`src/rtl/sram_ctl_params.svh`:
```
// Timing and geometry constants for the static memory controller
`ifndef SRAM_CTL_PARAMS_SVH
`define SRAM_CTL_PARAMS_SVH
`define SRAM_CLK_PS        8000
`define SRAM_ADDR_W        17
`define SRAM_DATA_W        8
`define SRAM_T_CYCLE_PS    15000
`define SRAM_T_WPULSE_PS   12000
`define SRAM_T_ACCESS_PS   15000
`define SRAM_T_OEACC_PS    8000
`define SRAM_T_DSU_PS      7000
`define SRAM_T_DIS_PS      7000
`define SRAM_CYC_UP(t)     (((t) + `SRAM_CLK_PS - 1) / `SRAM_CLK_PS)
`define SRAM_CYC_ACCESS    (`SRAM_CYC_UP(`SRAM_T_ACCESS_PS) + 1)
`define SRAM_CYC_WPULSE    `SRAM_CYC_UP(`SRAM_T_WPULSE_PS)
`define SRAM_CYC_CYCLE     `SRAM_CYC_UP(`SRAM_T_CYCLE_PS)
`define SRAM_CYC_DIS       `SRAM_CYC_UP(`SRAM_T_DIS_PS)
`endif

```
`src/rtl/sram_ctl_pkg.sv`:
```
// Types shared by the static memory controller
package sram_ctl_pkg;
  typedef enum logic [2:0] {ST_IDLE, ST_RD, ST_WR, ST_TURN} state_t;
  // Pin group toward the memory
  typedef struct packed {
    logic [16:0] addr;
    logic        en_n;
    logic        store_n;
    logic        oe_n;
    logic [7:0]  dq_o;
    logic        dq_oe_n;
  } pins_t;
endpackage

```
`src/rtl/sram_host_ctl.sv`:
```
// Host controller driving an asynchronous 128K x 8 static memory
`timescale 1ns/1ps
`include "sram_ctl_params.svh"
module sram_host_ctl #(
  parameter int AW = `SRAM_ADDR_W,
  parameter int DW = `SRAM_DATA_W
) (
  input  wire logic                 mclk,
  input  wire logic                 rst_n,
  input  wire logic                 ce,
  input  wire logic                 req_valid,
  output logic                      req_ready,
  input  wire logic                 req_write,
  input  wire logic [AW-1:0]        req_addr,
  input  wire logic [DW-1:0]        req_wdata,
  output logic                      rd_valid,
  output logic      [DW-1:0]        rd_data,
  output sram_ctl_pkg::pins_t       pins,
  input  wire logic [DW-1:0]        dq_i
);
  localparam logic [3:0] C_ACC  = 4'(`SRAM_CYC_ACCESS);
  localparam logic [3:0] C_WP   = 4'(`SRAM_CYC_WPULSE);
  localparam logic [3:0] C_CYC  = 4'(`SRAM_CYC_CYCLE);
  localparam logic [3:0] C_DIS  = 4'(`SRAM_CYC_DIS);

  // Whole state but the captured byte in one record
  typedef struct packed {
    sram_ctl_pkg::state_t st;
    logic [3:0]           cnt;
    sram_ctl_pkg::pins_t  p;
    logic [DW-1:0]        sync1;  // Pin sync stage one, read only by stage two
    logic [DW-1:0]        sync2;  // Pin sync stage two, feeds the capture
    logic                 rdv;
  } regs_t;

  regs_t s_r;    // Registered state
  regs_t s_nxt;  // Next state
  logic          cap;      // Capture strobe

  // Saturating count helper
  function automatic logic [3:0] inc(input logic [3:0] v);
    inc = (v == 4'hF) ? v : 4'(v + 4'h1);
  endfunction

  // Idle pins: memory deselected, host not driving
  function automatic sram_ctl_pkg::pins_t idle_pins(input sram_ctl_pkg::pins_t p);
    idle_pins         = p;
    idle_pins.en_n    = 1'b1;
    idle_pins.store_n = 1'b1;
    idle_pins.oe_n    = 1'b1;
    idle_pins.dq_oe_n = 1'b1;
  endfunction

  // Next state logic
  always_comb begin
    s_nxt     = s_r;
    s_nxt.rdv = 1'b0;
    cap       = 1'b0;
    // Two-flop synchroniser on the data pins; pins are not in our clock domain
    s_nxt.sync1 = dq_i;
    s_nxt.sync2 = s_r.sync1;
    case (s_r.st)
      sram_ctl_pkg::ST_IDLE: begin
        s_nxt.p = idle_pins(s_r.p);
        if (req_valid) begin
          s_nxt.cnt    = 4'h0;
          s_nxt.p.addr = 17'(req_addr);
          s_nxt.p.en_n = 1'b0;
          if (req_write) begin
            // Strobe falls with enable and address; memory never drives
            s_nxt.st        = sram_ctl_pkg::ST_WR;
            s_nxt.p.store_n = 1'b0;
            s_nxt.p.dq_o    = 8'(req_wdata);
            s_nxt.p.dq_oe_n = 1'b0;
          end else begin
            s_nxt.st     = sram_ctl_pkg::ST_RD;
            s_nxt.p.oe_n = 1'b0;
          end
        end
      end
      sram_ctl_pkg::ST_RD: begin
        // Wait access time plus two sync stages
        s_nxt.cnt = inc(s_r.cnt);
        if (s_r.cnt == C_ACC + 4'h1) begin
          cap       = 1'b1;
          s_nxt.rdv = 1'b1;
          s_nxt.cnt = 4'h0;
          s_nxt.p   = idle_pins(s_r.p);
          s_nxt.st  = sram_ctl_pkg::ST_TURN;
        end
      end
      sram_ctl_pkg::ST_WR: begin
        // Address, data, enable held for whole pulse
        s_nxt.cnt = inc(s_r.cnt);
        if (s_r.cnt + 4'h1 >= C_WP && s_r.cnt + 4'h1 >= C_CYC) begin
          s_nxt.cnt       = 4'h0;
          s_nxt.p.store_n = 1'b1;
          s_nxt.p.en_n    = 1'b1;
          s_nxt.p.dq_oe_n = 1'b1;  // Zero data hold needed
          s_nxt.st        = sram_ctl_pkg::ST_IDLE;
        end
      end
      sram_ctl_pkg::ST_TURN: begin
        // Let memory release the bus before any write
        s_nxt.cnt = inc(s_r.cnt);
        if (s_r.cnt + 4'h1 >= C_DIS) begin
          s_nxt.cnt = 4'h0;
          s_nxt.st  = sram_ctl_pkg::ST_IDLE;
        end
      end
      default: begin
        s_nxt.st = sram_ctl_pkg::ST_IDLE;
        s_nxt.p  = idle_pins(s_r.p);
      end
    endcase
  end

  // State register; no clock or refresh ever reaches the memory
  always_ff @(posedge mclk or negedge rst_n) begin
    if (!rst_n) begin
      s_r           <= '0;
      s_r.st        <= sram_ctl_pkg::ST_IDLE;
      s_r.p.en_n    <= 1'b1;
      s_r.p.store_n <= 1'b1;
      s_r.p.oe_n    <= 1'b1;
      s_r.p.dq_oe_n <= 1'b1;
    end else if (ce) begin
      s_r <= s_nxt;
    end
  end

  sram_rd_capture #(.DW(DW)) u_cap (
    .mclk (mclk),
    .rst_n(rst_n),
    .ce   (ce),
    .load (cap),
    .din  (s_r.sync2),
    .dout (rd_data)
  );

  assign req_ready = (s_r.st == sram_ctl_pkg::ST_IDLE);
  assign rd_valid  = s_r.rdv;
  assign pins      = s_r.p;
endmodule

```
`src/rtl/sram_rd_capture.sv`:
```
// Read data capture register with hold
`timescale 1ns/1ps
module sram_rd_capture #(
  parameter int DW = 8
) (
  input  wire logic          mclk,
  input  wire logic          rst_n,
  input  wire logic          ce,
  input  wire logic          load,
  input  wire logic [DW-1:0] din,
  output logic      [DW-1:0] dout
);
  logic [DW-1:0] q_r;     // Captured byte

  // Load on request, hold otherwise
  always_ff @(posedge mclk or negedge rst_n) begin
    if (!rst_n) begin
      q_r <= '0;
    end else if (ce && load) begin
      q_r <= din;
    end
  end

  assign dout = q_r;
endmodule

```
`config.mk`:
```
export PLATFORM = sky130hd
export DESIGN_NAME = sram_host_ctl
export DESIGN_NICKNAME = d
export VERILOG_FILES = /design/src/rtl/sram_ctl_pkg.sv /design/src/rtl/sram_host_ctl.sv /design/src/rtl/sram_rd_capture.sv
export VERILOG_INCLUDE_DIRS = /design/src /design/src/rtl
export SDC_FILE = /design/constraint.sdc
export NUM_CORES = 1
export LEC_CHECK = 0
export ABC_AREA = 0
export BUFFER_PORTS_ARGS = -buffer_cell sky130_fd_sc_hd__buf_2
export CAP_MARGIN = 20
export CELL_PAD_IN_SITES_DETAIL_PLACEMENT = 2
export CELL_PAD_IN_SITES_GLOBAL_PLACEMENT = 2
export CORE_MARGIN = 2
export CORE_UTILIZATION = 30
export CTS_CLUSTER_DIAMETER = 80
export DETAILED_ROUTE_END_ITERATION = 16
export PLACE_DENSITY_LB_ADDON = 0.1
export SYNTH_ARGS = -nofsm -noshare
export SYNTH_HDL_FRONTEND = slang
export SYNTH_SLANG_ARGS = --single-unit
```
`constraint.sdc`:
```
create_clock -name mclk -period 2.54 [get_ports mclk]
set_clock_uncertainty 0.1 [all_clocks]
set_input_delay 0.254 -clock mclk [delete_from_list [all_inputs] [get_ports mclk]]
set_output_delay 0.254 -clock mclk [all_outputs]
set_load 0.005 [all_outputs]
```
# After elaboration in Yosys (flattened, before gate mapping)
# Index checks and enable logic that the tools add are counted.
# word_totals
regBits,61
inputBits,38
output_inout_bits,39
# op_classes
n_addsub,1
magnitude_cmp,2
n_eq_ne,9
muxes,19
bitwise_logic,3
reduce_logical,10
# ops
op,count
36-bit two-way mux,2
17-bit case mux with 2 select lines,1
9-bit case mux with 3 select lines,1
4-bit case mux with 4 select lines,1
7-bit two-way mux,2
3-bit case mux with 4 select lines,1
9-bit two-way mux,1
"2-bit != test, second input constant",4
2-bit case mux with 4 select lines,1
4-bit AND reduction,2
"3-bit by 2-bit == test with 1-bit output, second input constant",2
3-bit AND reduction,2
6-bit AND reduction,1
1-bit two-way mux,5
5-bit AND reduction,1
"4-bit by 1-bit adder with 4-bit output, second input constant",1
"4-bit by 3-bit == test with 1-bit output, second input constant",1
"4-bit == test, second input constant",1
"4-bit by 1-bit >= comparator with 1-bit output, second input constant",1
"4-bit by 2-bit >= comparator with 1-bit output, second input constant",1
2-bit two-way mux,2
4-bit two-way mux,1
1-bit case mux with 4 select lines,1
4-bit nonzero test,1
other kinds (5),7

# Depth between registers and ports, before layout
# depth
depth_word,4
depth_mapped,7
depth_no_buf,7

# Modules after synthesis
# Synthesis repeated with hierarchy kept, for this count alone.
# unflattened
cells_unflattened,212
area_unflattened_um2,2723.9
# by_module_without_submodules
module,instances,cells_per_inst,area_each_um2,seq_area_each_um2
sram_host_ctl,1,195,2427.3,1280.0
sram_rd_capture,1,17,296.5,200.2

# Worst setup path before layout
# OpenSTA, ideal clock, no wires.
# synth_timing
kind,flip-flop to flip-flop
from,register s_r[46] (netlist name)
to,register s_r[51] (netlist name)
arrival_time_ns,1.658
t_required_ns,2.315
path_slack_ns,0.657
stages_incl_launch_ff,7
period_less_slack_ns,1.883
cell_sequence,dfrtp_1 -> ha_1 -> a21boi_0 -> a21oi_1 -> o21ai_1 -> a21oi_1 -> mux2_2
# synth_between
elab_chain_len,4
# synth_lines
element,line_no,source
start: declaration,sram_host_ctl.sv:36,regs_t s_r;
start signal: assignment,sram_host_ctl.sv:128,s_r <= s_nxt;
4-bit by 1-bit adder with 4-bit output,"sram_host_ctl.sv:95, sram_host_ctl.sv:106",
4-bit by 1-bit >= comparator with 1-bit output / 4-bit by 2-bit >= comparator with 1-bit output (equally long branches),"sram_host_ctl.sv:106, sram_host_ctl.sv:95",
2-bit != test (no line),--,
5-bit AND reduction (no line) (*),--,
# Every way passes the cells marked *; elsewhere a longest branch is shown, timed or not.
# A chain may end at the register's enable or synchronous reset.

# Final worst setup path
# layout_timing
from,register s_r[46] (netlist name)
to,register s_r[48] (netlist name)
# layout_between
elab_chain_len,4
# layout_lines
element,line_no,source
4-bit by 1-bit adder with 4-bit output / 4-bit == test (equally long branches),"sram_host_ctl.sv:42, sram_host_ctl.sv:95, sram_host_ctl.sv:106",
4-bit by 1-bit >= comparator with 1-bit output (tied with other cells),sram_host_ctl.sv:106,if (s_r.cnt + 4'h1 >= C_DIS) begin
7-bit two-way mux (tied with other cells),sram_host_ctl.sv:106,
4-bit case mux with 4 select lines (*),sram_host_ctl.sv:62,case (s_r.st)
# Every way passes the cells marked *; elsewhere a longest branch is shown, timed or not. The select of a mux whose other input is x is not followed.

==> out/results.ini <==
[placement]
placedCellCount=396
hpwlAfterDp_um=4390
port_buffers=76
gp_congestion=0.774

[power]
seqPwrFrac=0.457
p_int_mw=2.20
ir_drop_mv=0.323
pwr-share-comb=0.324
swShare=0.342
p_switching_mw=1.14
clkPwrFrac=0.218
power.density_nw_per_um2=1020
p_leak_nw=1.62

[detailed_routing]
wire_per_inst_um=15.0
drt-total-wl_um=6270
ant_nets=0
drc_errors=0
route.vias.total=1923
routed_via_density=4.60
drt_iter0_drc=23
dr.pass1.iters=3

[final_layout]
finalNonFillerCells=418
n_antenna_cell=0
area_delta_synth_final_pct=20.1
final-seq-area_um2=1480
final_util=0.373
layout-drive-gt1-share=0.442
fin_nets=347
fillers=964
multi_input_area_um2=970

[timing]
slew_violations=0
maxSlewHeadroom=0.639
finalCritPeriodShare=0.835
hold_violations=0
fin_tns_setup_ns=0
timing.fmax_mhz=472
setup_viol=0
grt_setup_unrepaired=no
fin_crit_ns=2.12
tightest_slew_ns=0.541

[global_routing]
grt_max_degree=60
first_global_vias=2068
grt_usage=0.135
antenna_found_initial=0
grt_pass1_wl_um=10300
grt-ovfl-total=0

[cts]
post_cts_buffers=0
root_buffer=clkbuf_8
cts_tree=yes
cts.repair.resized=0
clk_path_buf_depth=2
cts.sinks=59
clk_pin_slew_worst_paths_ns=0.07
clk_latency_ns=0.33
ctsHtreeMaxLevel=3
cts_buffers=9

[floorplan]
io_pins=77
die-area_um2=9840
fp.dieW_um=99.2
coreArea_um2=8760
rows=34
floorplan.initialDensity=0.310
fp.dieH_um=99.2

[synth]
async_flop_share=1.00
synth_cell_type_count=40
synth_area_um2=2720
ys_ff_latch=59
synthTopCellsByArea=dfrtp_1 (52%), mux2_2 (14%), buf_4 (8.0%), nand2_1 (7.7%), dfstp_2 (2.9%)
postSynthCellCount=243
ys_seq_area_frac=0.544
synthTopCellsByCount=dfrtp_1 (56), nand2_1 (56), mux2_2 (33)
synth_area_per_cell_um2=11.2
syn-num-nets=285
synth_flop_cell=dfrtp_1
synth-edff-count=0
yosysTopAreaCell=dfrtp_1
yosys_warnings=0
synth.top_cell.area_share=0.515

[setup_path]
cp-start-kind=register
worst-endpoint-required_ns=2.68
cp_slowest_cell=o221ai_1
endpoint_kind=register
arrival_ns=2.26
path_class=reg2reg
path_cells=ha_1 > a21boi_0 > a21oi_1 > o221ai_1 > nand4b_1 > a22oi_1
cp_max_fo=8
slowest_delay_ns=0.48

[hold_path]
hp-class=in2reg

[job]
cap_viol_max_count=0

[outcome]
status=finished clean

## final timing paths
kind / to / depth (start not counted) / startpoint / slack (ns)
setup / recovery: s_r[48] / 6 / s_r[46] / 0.42
hold / removal: pins[28] / 3 / req_addr[16] / 0.01
setup reg to reg: s_r[48] / 6 / s_r[46] / 0.42
hold reg to reg: pins[17] / 2 / pins[17] / 0.37
max in group asynchronous: pins[9] / 3 / rst_n / 1.67
min in group asynchronous: pins[8] / 3 / rst_n / 0.36
## state kept, by name, indices dropped and copies added (netlist names)
signal and flops:
s_r 14, u_cap.dout 8, s_nxt 8, rd_valid 1, pins 28
## timing repair
item | CTS | global route
endpoints found under the hold margin | 61 | 0
hold buffers | 6 | 0
setup endpoints to repair | 0 | 0
## per-stage QoR
step	setup WS [ns]	total power, mW	area (um^2)	hold slack, ns
after floorplan	0.657	2.41	2720	-0.142
after global placement	0.422	2.61	3030	0.193
after detailed placement	0.398	2.66	3030	0.191
after CTS	0.383	3.43	3260	0.000984
after global routing	0.103	3.63	3260	0.00768
final	0.420	3.34	3260	0.0131
## worst max-delay path, delay by kind of cell (launching register included)
kind	cells	cell delay (ns)
AO/OA/AOI/OAI	4	1.00
adder cells (fa/ha/maj)	1	0.34
flip-flops	1	0.45
AND/OR/NAND/NOR	1	0.15
## layer usage
layer  GRT usage  wire (um)  up-vias
met5           0          0        -
li1            -          -      920
met1       0.160       2720      945
met4      0.0537         97        0
met3      0.0394        328       10
met2       0.229       3130       48
## layout make-up
type / count / share of cell area
sequential: 59 / 0.453
multi-input combinational: 143 / 0.297
timing repair buffer: 87 / 0.150
tap: 108 / 0.0414
clock buffer: 10 / 0.0391
clock inverter: 6 / 0.0130
inverter: 5 / 0.00575
## power by group through the flow
stage | logic, mW | registers (mW) | clock network (mW)
after floorplan | 0.947 | 1.47 | 0
final | 1.08 | 1.53 | 0.730
after global routing | 1.23 | 1.59 | 0.808
after global placement | 1.08 | 1.54 | 0
after CTS | 1.12 | 1.54 | 0.772
after detailed placement | 1.11 | 1.56 | 0
## cells in the final DEF, fill, tap and decap left out, types with 2 or more instances in the layout
cell type / count
clkbuf_8: 9
nand4_1: 2
a31oi_1: 3
o211ai_1: 2
nand3_1: 5
o21a_1: 3
a22oi_1: 2
buf_4: 4
a21boi_0: 2
ha_1: 4
nor2_1: 4
clkinv_4: 2
clkinvlp_4: 2
dfstp_2: 3
nand2_1: 56
o21ai_0: 2
inv_1: 5
mux2_2: 33
a21oi_1: 5
clkinv_2: 2
dfrtp_1: 56
buf_2: 76
dlygate4sd3_1: 6
## cells by family (layout without fill, tap and decap cells)
family	count (synthesis)	after routing	share of synthesized area
and+or+nand+nor	78	78	0.131
DFF	59	59	0.544
buffers and inverters	41	108	0.0989
muxes	33	33	0.137
AOI/OAI and AO/OA	28	28	0.0709
adders and majority gates	4	4	0.0184
Note: power is estimated with default switching activity, not from simulation.
